==> config.mk <==
export PLATFORM = sky130hd
export DESIGN_NAME = can_message_center_status
export DESIGN_NICKNAME = d
export VERILOG_FILES = /design/src/rtl/can_msg_status_pkg.sv /design/src/rtl/can_message_center_status.sv
export SDC_FILE = /design/constraint.sdc
export NUM_CORES = 1
export LEC_CHECK = 0
export BUFFER_PORTS_ARGS = -buffer_cell sky130_fd_sc_hd__buf_2
export CORE_MARGIN = 8
export CORE_UTILIZATION = 59
export DETAILED_ROUTE_END_ITERATION = 7
export GPL_ROUTABILITY_DRIVEN = 0
export PLACE_DENSITY = 0.85
export SYNTH_ARGS = -nofsm -noshare
export SYNTH_HDL_FRONTEND = slang
export SYNTH_SLANG_ARGS = --single-unit
==> constraint.sdc <==
create_clock -name sys_clk -period 5.9 [get_ports sys_clk]
set_input_delay 1.18 -clock sys_clk [delete_from_list [all_inputs] [get_ports sys_clk]]
set_output_delay 1.18 -clock sys_clk [all_outputs]
set_load 0.01 [all_outputs]
==> src/rtl/can_msg_status_pkg.sv <==
// Package: register map, field positions and event carriers for the message center status block
package can_msg_status_pkg;
   localparam int NUM_CENTERS = 15;
   // Printed offsets are word indexes; byte address is four times the index
   localparam logic [7:0] TX_ACK_FLAGS_IDX   = 8'h09;
   localparam logic [7:0] MSG_CENTER_ONE_IDX = 8'h11;
   localparam logic [7:0] CTRL_CFG_IDX       = 8'h20;
   localparam logic [11:0] TX_ACK_FLAGS_ADDR   = {2'h0, TX_ACK_FLAGS_IDX, 2'h0};
   localparam logic [11:0] MSG_CENTER_ONE_ADDR = {2'h0, MSG_CENTER_ONE_IDX, 2'h0};
   localparam logic [11:0] CTRL_CFG_ADDR       = {2'h0, CTRL_CFG_IDX, 2'h0};
   // Control register field positions
   localparam int SLOT_READY_BIT   = 7;
   localparam int TX_IRQ_EN_BIT    = 6;
   localparam int RX_IRQ_EN_BIT    = 5;
   localparam int SLOT_IRQ_REQ_BIT = 4;
   localparam int REMOTE_PEND_BIT  = 3;
   localparam int HOST_TX_REQ_BIT  = 2;
   localparam int HOLD_OVR_BIT     = 1;
   localparam int DATA_FRESH_BIT   = 0;
   // Configuration register fields
   localparam int SOFT_RESET_BIT    = 0;
   localparam int GLOBAL_IRQ_EN_BIT = 1;
   localparam int MODULE_MASK_BIT   = 2;
   localparam logic [7:0]  CTRL_RESET     = 8'h00;
   localparam logic [14:0] ACK_RESET      = 15'h0000;
   localparam logic [2:0]  CFG_RESET      = 3'h0;

   // Events reported by the protocol engine, one bit per center
   typedef struct packed {
      logic [NUM_CENTERS-1:0] txDone;
      logic [NUM_CENTERS-1:0] rxStore;
      logic [NUM_CENTERS-1:0] remoteReq;
   } engine_evt_t;

   // Per-center permissions back to the protocol engine
   typedef struct packed {
      logic [NUM_CENTERS-1:0] slotEnabled;
      logic [NUM_CENTERS-1:0] txAllowed;
      logic [NUM_CENTERS-1:0] sendData;
      logic [NUM_CENTERS-1:0] sendRemote;
      logic [NUM_CENTERS-1:0] rxAllowed;
   } engine_ctl_t;
endpackage

==> src/rtl/can_message_center_status.sv <==
// Message center control/status registers and transmit acknowledge flags behind APB
`timescale 1ns/1ps
module can_message_center_status #(
   parameter int NUM_CENTERS = can_msg_status_pkg::NUM_CENTERS
) (
   // Clock and reset
   input  wire logic                    sys_clk,
   input  wire logic                    rst,
   // APB slave
   input  wire logic                    psel,
   input  wire logic                    penable,
   input  wire logic                    pwrite,
   input  wire logic [11:0]             paddr,
   input  wire logic [31:0]             pwdata,
   output logic      [31:0]             prdata,
   output logic                         pready,
   output logic                         pslverr,
   // Protocol engine side
   input  wire can_msg_status_pkg::engine_evt_t engineEvt,
   input  wire logic [NUM_CENTERS-1:0]  txDirection,
   output can_msg_status_pkg::engine_ctl_t     engineCtl,
   // Interrupt request and soft reset status toward the processor
   output logic                         canIrq,
   output logic                         softResetActive
);

   // ----------------------------------------------------------------
   // Bus decode
   // ----------------------------------------------------------------
   logic        access;
   logic        wrStrobe;
   logic        rdStrobe;
   logic [9:0]  wordIdx;
   logic        hitAck;
   logic        hitCfg;
   logic [NUM_CENTERS-1:0] hitCenter;

   // Two-cycle access phase; pready rises in the second cycle
   assign access   = psel && penable && !pready;
   assign wrStrobe = access && pwrite;
   assign rdStrobe = access && !pwrite;
   assign wordIdx  = paddr[11:2];
   assign hitAck   = (paddr == can_msg_status_pkg::TX_ACK_FLAGS_ADDR);
   assign hitCfg   = (paddr == can_msg_status_pkg::CTRL_CFG_ADDR);

   genvar g;
   generate
      for (g = 0; g < NUM_CENTERS; g++) begin : gDecode
         // Centers sit at consecutive word indexes
         assign hitCenter[g] = (paddr[1:0] == 2'h0) &&
                               (wordIdx == 10'({2'h0, can_msg_status_pkg::MSG_CENTER_ONE_IDX} + g));
      end
   endgenerate

   // ----------------------------------------------------------------
   // Configuration: soft reset, global enable, module mask
   // ----------------------------------------------------------------
   logic [2:0] cfg_reg;
   logic       softRst;
   logic       anyRst;

   assign softRst = cfg_reg[can_msg_status_pkg::SOFT_RESET_BIT];
   assign anyRst  = rst || softRst;

   always_ff @(posedge sys_clk) begin
      if (rst) begin
         cfg_reg <= can_msg_status_pkg::CFG_RESET;
      end else if (wrStrobe && hitCfg) begin
         cfg_reg <= pwdata[2:0];
      end
   end

   // ----------------------------------------------------------------
   // Transmit acknowledge flags
   // ----------------------------------------------------------------
   logic [NUM_CENTERS-1:0] ackFlags_reg;
   logic [NUM_CENTERS-1:0] ackFlags_next;
   logic [NUM_CENTERS-1:0] txOk;

   always_comb begin
      ackFlags_next = ackFlags_reg;
      if (rdStrobe && hitAck) begin
         ackFlags_next = '0;
      end
      ackFlags_next = ackFlags_next | txOk;
   end

   // Writes never reach these flags; the 15 flags fill bits 14:0, so bit 15 reads zero
   always_ff @(posedge sys_clk) begin
      if (anyRst) begin
         ackFlags_reg <= can_msg_status_pkg::ACK_RESET;
      end else begin
         ackFlags_reg <= ackFlags_next;
      end
   end

   // ----------------------------------------------------------------
   // Per-center control registers
   // ----------------------------------------------------------------
   logic [7:0] ctrl_reg [NUM_CENTERS];
   logic [NUM_CENTERS-1:0] irqBits;

   generate
      for (g = 0; g < NUM_CENTERS; g++) begin : gCenter
         localparam bit RX_ONLY = (g == NUM_CENTERS - 1);
         logic [7:0] c;
         logic [7:0] c_next;
         logic       isTx;
         logic       wr;
         logic       ready;
         logic       txEvt;
         logic       rxEvt;
         logic       remEvt;

         assign c      = ctrl_reg[g];
         assign isTx   = txDirection[g] && !RX_ONLY;
         assign wr     = wrStrobe && hitCenter[g];
         assign ready  = c[can_msg_status_pkg::SLOT_READY_BIT];
         // Engine events for a parked center are discarded
         assign txEvt  = engineEvt.txDone[g] && ready && !RX_ONLY;
         assign rxEvt  = engineEvt.rxStore[g] && ready && !isTx;
         assign remEvt = engineEvt.remoteReq[g] && ready;
         assign txOk[g] = txEvt;

         always_comb begin
            c_next = c;
            if (wr) begin
               c_next[7:4] = pwdata[7:4];
               if (!pwdata[can_msg_status_pkg::REMOTE_PEND_BIT]) begin
                  c_next[can_msg_status_pkg::REMOTE_PEND_BIT] = 1'b0;
               end
               if (pwdata[can_msg_status_pkg::HOST_TX_REQ_BIT]) begin
                  c_next[can_msg_status_pkg::HOST_TX_REQ_BIT] = 1'b1;
               end
               if (isTx) begin
                  c_next[can_msg_status_pkg::HOLD_OVR_BIT]   = pwdata[can_msg_status_pkg::HOLD_OVR_BIT];
                  c_next[can_msg_status_pkg::DATA_FRESH_BIT] = pwdata[can_msg_status_pkg::DATA_FRESH_BIT];
               end else if (!pwdata[can_msg_status_pkg::DATA_FRESH_BIT]) begin
                  c_next[can_msg_status_pkg::DATA_FRESH_BIT] = 1'b0;
                  c_next[can_msg_status_pkg::HOLD_OVR_BIT]   = 1'b0;
               end
            end
            // Hardware events after software so that the hardware event wins, set or clear
            if (txEvt) begin
               c_next[can_msg_status_pkg::HOST_TX_REQ_BIT] = 1'b0;
               if (isTx) begin
                  c_next[can_msg_status_pkg::REMOTE_PEND_BIT] = 1'b0;
               end
               if (c[can_msg_status_pkg::TX_IRQ_EN_BIT]) begin
                  c_next[can_msg_status_pkg::SLOT_IRQ_REQ_BIT] = 1'b1;
               end
            end
            if (rxEvt) begin
               if (c[can_msg_status_pkg::DATA_FRESH_BIT]) begin
                  c_next[can_msg_status_pkg::HOLD_OVR_BIT] = 1'b1;
               end
               c_next[can_msg_status_pkg::DATA_FRESH_BIT] = 1'b1;
               if (c[can_msg_status_pkg::RX_IRQ_EN_BIT]) begin
                  c_next[can_msg_status_pkg::SLOT_IRQ_REQ_BIT] = 1'b1;
               end
            end
            if (remEvt) begin
               c_next[can_msg_status_pkg::REMOTE_PEND_BIT] = 1'b1;
               if (isTx) begin
                  c_next[can_msg_status_pkg::HOST_TX_REQ_BIT] = 1'b1;
               end
            end
         end

         always_ff @(posedge sys_clk) begin
            if (anyRst) begin
               ctrl_reg[g] <= can_msg_status_pkg::CTRL_RESET;
            end else begin
               ctrl_reg[g] <= c_next;
            end
         end

         assign irqBits[g] = c[can_msg_status_pkg::SLOT_IRQ_REQ_BIT];

         // Engine permissions, registered below
         logic fresh;
         logic held;
         assign fresh = c[can_msg_status_pkg::DATA_FRESH_BIT];
         assign held  = c[can_msg_status_pkg::HOLD_OVR_BIT];

         // Per-center flops keep one writer per variable; the port is wired from them
         logic slotEn_reg;
         logic txAllow_reg;
         logic sendData_reg;
         logic sendRemote_reg;
         logic rxAllow_reg;

         always_ff @(posedge sys_clk) begin
            if (anyRst) begin
               slotEn_reg     <= 1'b0;
               txAllow_reg    <= 1'b0;
               sendData_reg   <= 1'b0;
               sendRemote_reg <= 1'b0;
               rxAllow_reg    <= 1'b0;
            end else begin
               slotEn_reg     <= c_next[can_msg_status_pkg::SLOT_READY_BIT];
               txAllow_reg    <= ready && isTx && fresh && !held;
               sendData_reg   <= ready && isTx && fresh && !held &&
                                 c[can_msg_status_pkg::HOST_TX_REQ_BIT];
               sendRemote_reg <= ready && !isTx && !RX_ONLY &&
                                 c[can_msg_status_pkg::HOST_TX_REQ_BIT];
               rxAllow_reg    <= ready && !isTx;
            end
         end

         assign engineCtl.slotEnabled[g] = slotEn_reg;
         assign engineCtl.txAllowed[g]   = txAllow_reg;
         assign engineCtl.sendData[g]    = sendData_reg;
         assign engineCtl.sendRemote[g]  = sendRemote_reg;
         assign engineCtl.rxAllowed[g]   = rxAllow_reg;
      end
   endgenerate

   // ----------------------------------------------------------------
   // Interrupt request and soft reset status toward the processor
   // ----------------------------------------------------------------
   // Ack flags do not take part here
   always_ff @(posedge sys_clk) begin
      if (rst) begin
         canIrq          <= 1'b0;
         softResetActive <= 1'b0;
      end else begin
         canIrq <= (|irqBits) && cfg_reg[can_msg_status_pkg::GLOBAL_IRQ_EN_BIT] &&
                   cfg_reg[can_msg_status_pkg::MODULE_MASK_BIT];
         softResetActive <= softRst;
      end
   end

   // ----------------------------------------------------------------
   // Read data and response
   // ----------------------------------------------------------------
   function automatic logic [31:0] readMux(input logic [11:0] a);
      logic [31:0] r;
      r = 32'h0000_0000;
      if (a == can_msg_status_pkg::TX_ACK_FLAGS_ADDR) begin
         r = {17'h00000, ackFlags_reg};
      end
      if (a == can_msg_status_pkg::CTRL_CFG_ADDR) begin
         r = {29'h0000_0000, cfg_reg};
      end
      for (int i = 0; i < NUM_CENTERS; i++) begin
         if (hitCenter[i]) begin
            r = {24'h000000, ctrl_reg[i]};
         end
      end
      return r;
   endfunction

   logic mapped;
   assign mapped = hitAck || hitCfg || (|hitCenter);

   always_ff @(posedge sys_clk) begin
      if (rst) begin
         pready  <= 1'b0;
         pslverr <= 1'b0;
         prdata  <= 32'h0000_0000;
      end else begin
         pready  <= access;
         pslverr <= access && !mapped;
         prdata  <= rdStrobe ? readMux(paddr) : 32'h0000_0000;
      end
   end

endmodule

==> impl_metrics.toml <==
[status]
status = "finished, violations left"
violations = "DRC"

[floorplanning]
fp.dieH_um = 149.0
core_um2 = 17300
start_util = 0.6034
die_area_um2 = 22200
io-pin-count = 220
rows = 48
die_width_um = 149.0

[cells_and_area]
largest_reg_flops = 119
fill_cells = 1470
final_nets = 1486
drive_gt1_frac = 0.1689
layout_common_cells = "dfxtp_1 (212), nand2_1 (206), buf_2 (172), a21oi_1 (156), nor2_1 (93)"
syn_to_final_growth_pct = 9.099
final_cell_area_um2 = 11390
final_common_cell = "dfxtp_1"

[timing]
timing.fmax_mhz = 263.5
worst_pin_slew_ns = 0.9872
final.period_utilization = 0.6431
hold_violations = 0
finalClockSkew_ns = 0.01245
fin_setup_tns_ns = 0
setup_viol = 0
drv_slew = 0
rsz0062_at_grt = "false"
fin_crit_ns = 3.794
relSlewSlack = 0.3419

[run]
maxCapViolCount = 0

[routing]
route.detailed.drc = 1
first_pass_iters = 8
routed_wl_um = 33620
viasPerCell = 6.443
via_count = 10440
wl_per_cell_um = 20.75
drt_iter0_drc = 1433
ant_nets = 0

[cts]
cts_resized = 0
cts_hold_buf = 0
ctsRootBufferMaster = "clkbuf_16"
cts_made_buffers = 23
htree_levels = 1
tritoncts = "built"
cts_sinks = 212
clk_path_buf_depth = 3
post_cts_buffers = 0
cts.reportedPaths.clkPinSlew_ns = 0.06
clk_latency_ns = 0.51

[global_route]
track_usage = 0.2888
grt_pass1_wl_um = 52110
globalRouteOverflowTotal = 0
first_global_vias = 9681
grt_max_degree = 78
antenna_found_initial = 2

[worst_hold_path]
hp-class = "reg -> reg"
hold_start = "ctrl_reg[1][54]"

[logic_synthesis]
avgSynthCellArea_um2 = 7.842
synth_top_area_share = 0.4066
synth_area_leader_cell = "dfxtp_1"
yosysWarnings = 0
synth_area_um2 = 10440
yosys-top-cells-area = "dfxtp_1 (41%), a21oi_1 (7.5%), nand2_1 (7.4%)"
async_reset_ff_frac = 0
ys.flop_type = "dfxtp_1"
synth_seq_cells = 212
synthCells = 1331
synth_cell_type_count = 69
ys_seq_area_frac = 0.4066
synth_edf_count = 0

[pwr]
p_per_area_nw_per_um2 = 260.6
power_mw = 2.967
p_leak_nw = 4.210
peakVddDrop_mv = 0.2477

[critical_path]
cp-end-kind = "flop"
critical_path_class = "in -> reg"
crit_required_ns = 6.33
worst_setup_path_start_kind = "primary input"
worst-path-max-fanout = 50
arrival_ns = 4.22
crit_start = "paddr[2]"
rr_startpoint = "pready"

[place]
dp.final_hpwl_um = 23090
io_buffers = 172
place_area_um2 = 10670
cell families after synthesis:
kind of cell	Yosys count	synth area share
compound gates	390	0.2327
other cells	1	0.0003593
simple gates	517	0.2408
flops	212	0.4066
buf+inv	200	0.1088
mux	11	0.01067
Yosys cell counts, types with 2 or more instances:
master     instances
buf_2             11
a2111oi_2          2
a32o_1            12
nor4b_4            2
or2_2              3
nor4_4             2
a21oi_1          156
buf_4             95
mux2i_1           10
a22o_1             9
nand2_1          206
a31oi_1           36
buf_1              4
o31ai_1            4
o21ai_1            3
a22oi_1           21
o21ai_0           60
nor2b_1           25
nor4_1             8
nor4b_1            4
nand3b_1           4
o2bb2ai_1          3
o22ai_1           10
and2_1            32
nand4b_1           4
nor2_1            94
a21o_1            17
clkbuf_1          66
nand2b_1          10
o211ai_1          13
a32oi_1           18
and3_1            23
buf_6              2
a2111oi_0          2
nor3b_1            2
nor3_1            20
dfxtp_1          212
a221oi_1           6
inv_1             21
nand3_1           63
a211oi_1           8
routing by layer:
metal / GRT usage / vias to the layer above / share of wire / wire, um
met1: 0.3632 / 4808 / 0.37 / 12600
met5: 0 / - / 0 / 0
met3: 0.07039 / 187 / 0.12 / 4165
met2: 0.4484 / 757 / 0.44 / 14860
met4: 0.1575 / 0 / 0.059 / 1994
li1: - / 4686 / - / -
worst max-delay path, stage by stage:
cell and delay (ns):
buf_2 0.74, nor2b_1 0.85, nand2_1 0.44, nor2_1 0.54, a21oi_1 0.15, a21o_1 0.18
a21oi_1 0.13
final timing paths:
| check | endpoint | slack [ns] | cells past startpoint |
|---|---|---|---|
| hold / removal | ctrl_reg[1][54] | 0.46 | 2 |
| hold reg to reg | ctrl_reg[1][54] | 0.46 | 2 |
| setup reg to reg | ctrl_reg[1][16] | 3.50 | 6 |
| setup / recovery | ctrl_reg[1][2] | 2.11 | 7 |
metrics by stage:
step	hold slack (ns)	worst slack, ns	std cells	utilization
CTS	0.4587	2.299	1616	0.6578
finish	0.4628	2.106	1620	0.6583
global route	0.4915	1.953	1618	0.6581
global placement	0.4450	1.800	1577	0.6170
detailed placement	0.4504	1.800	1577	0.6170
floorplan	0.4216	3.005	1351	-
cell type report:
type / count / area (um2) / area share
flip-flops and latches: 212 / 4244 / 0.3727
multi-input cells: 939 / 5137 / 0.4512
well taps: 225 / 281.5 / 0.02472
clock buffers: 31 / 665.6 / 0.05845
clock inverters: 8 / 40.04 / 0.003516
repair buffers: 179 / 925.9 / 0.08131
diodes: 4 / 10.01 / 0.0008790
inverters: 22 / 82.58 / 0.007252
power breakdown:
part           internal, mW  switching [mW]
Combinational        0.0445           0.135
Sequential             1.43        0.000156
Clock                 0.784           0.571
Total                  2.26           0.707
No activity file was read; power rests on OpenSTA's default activity.
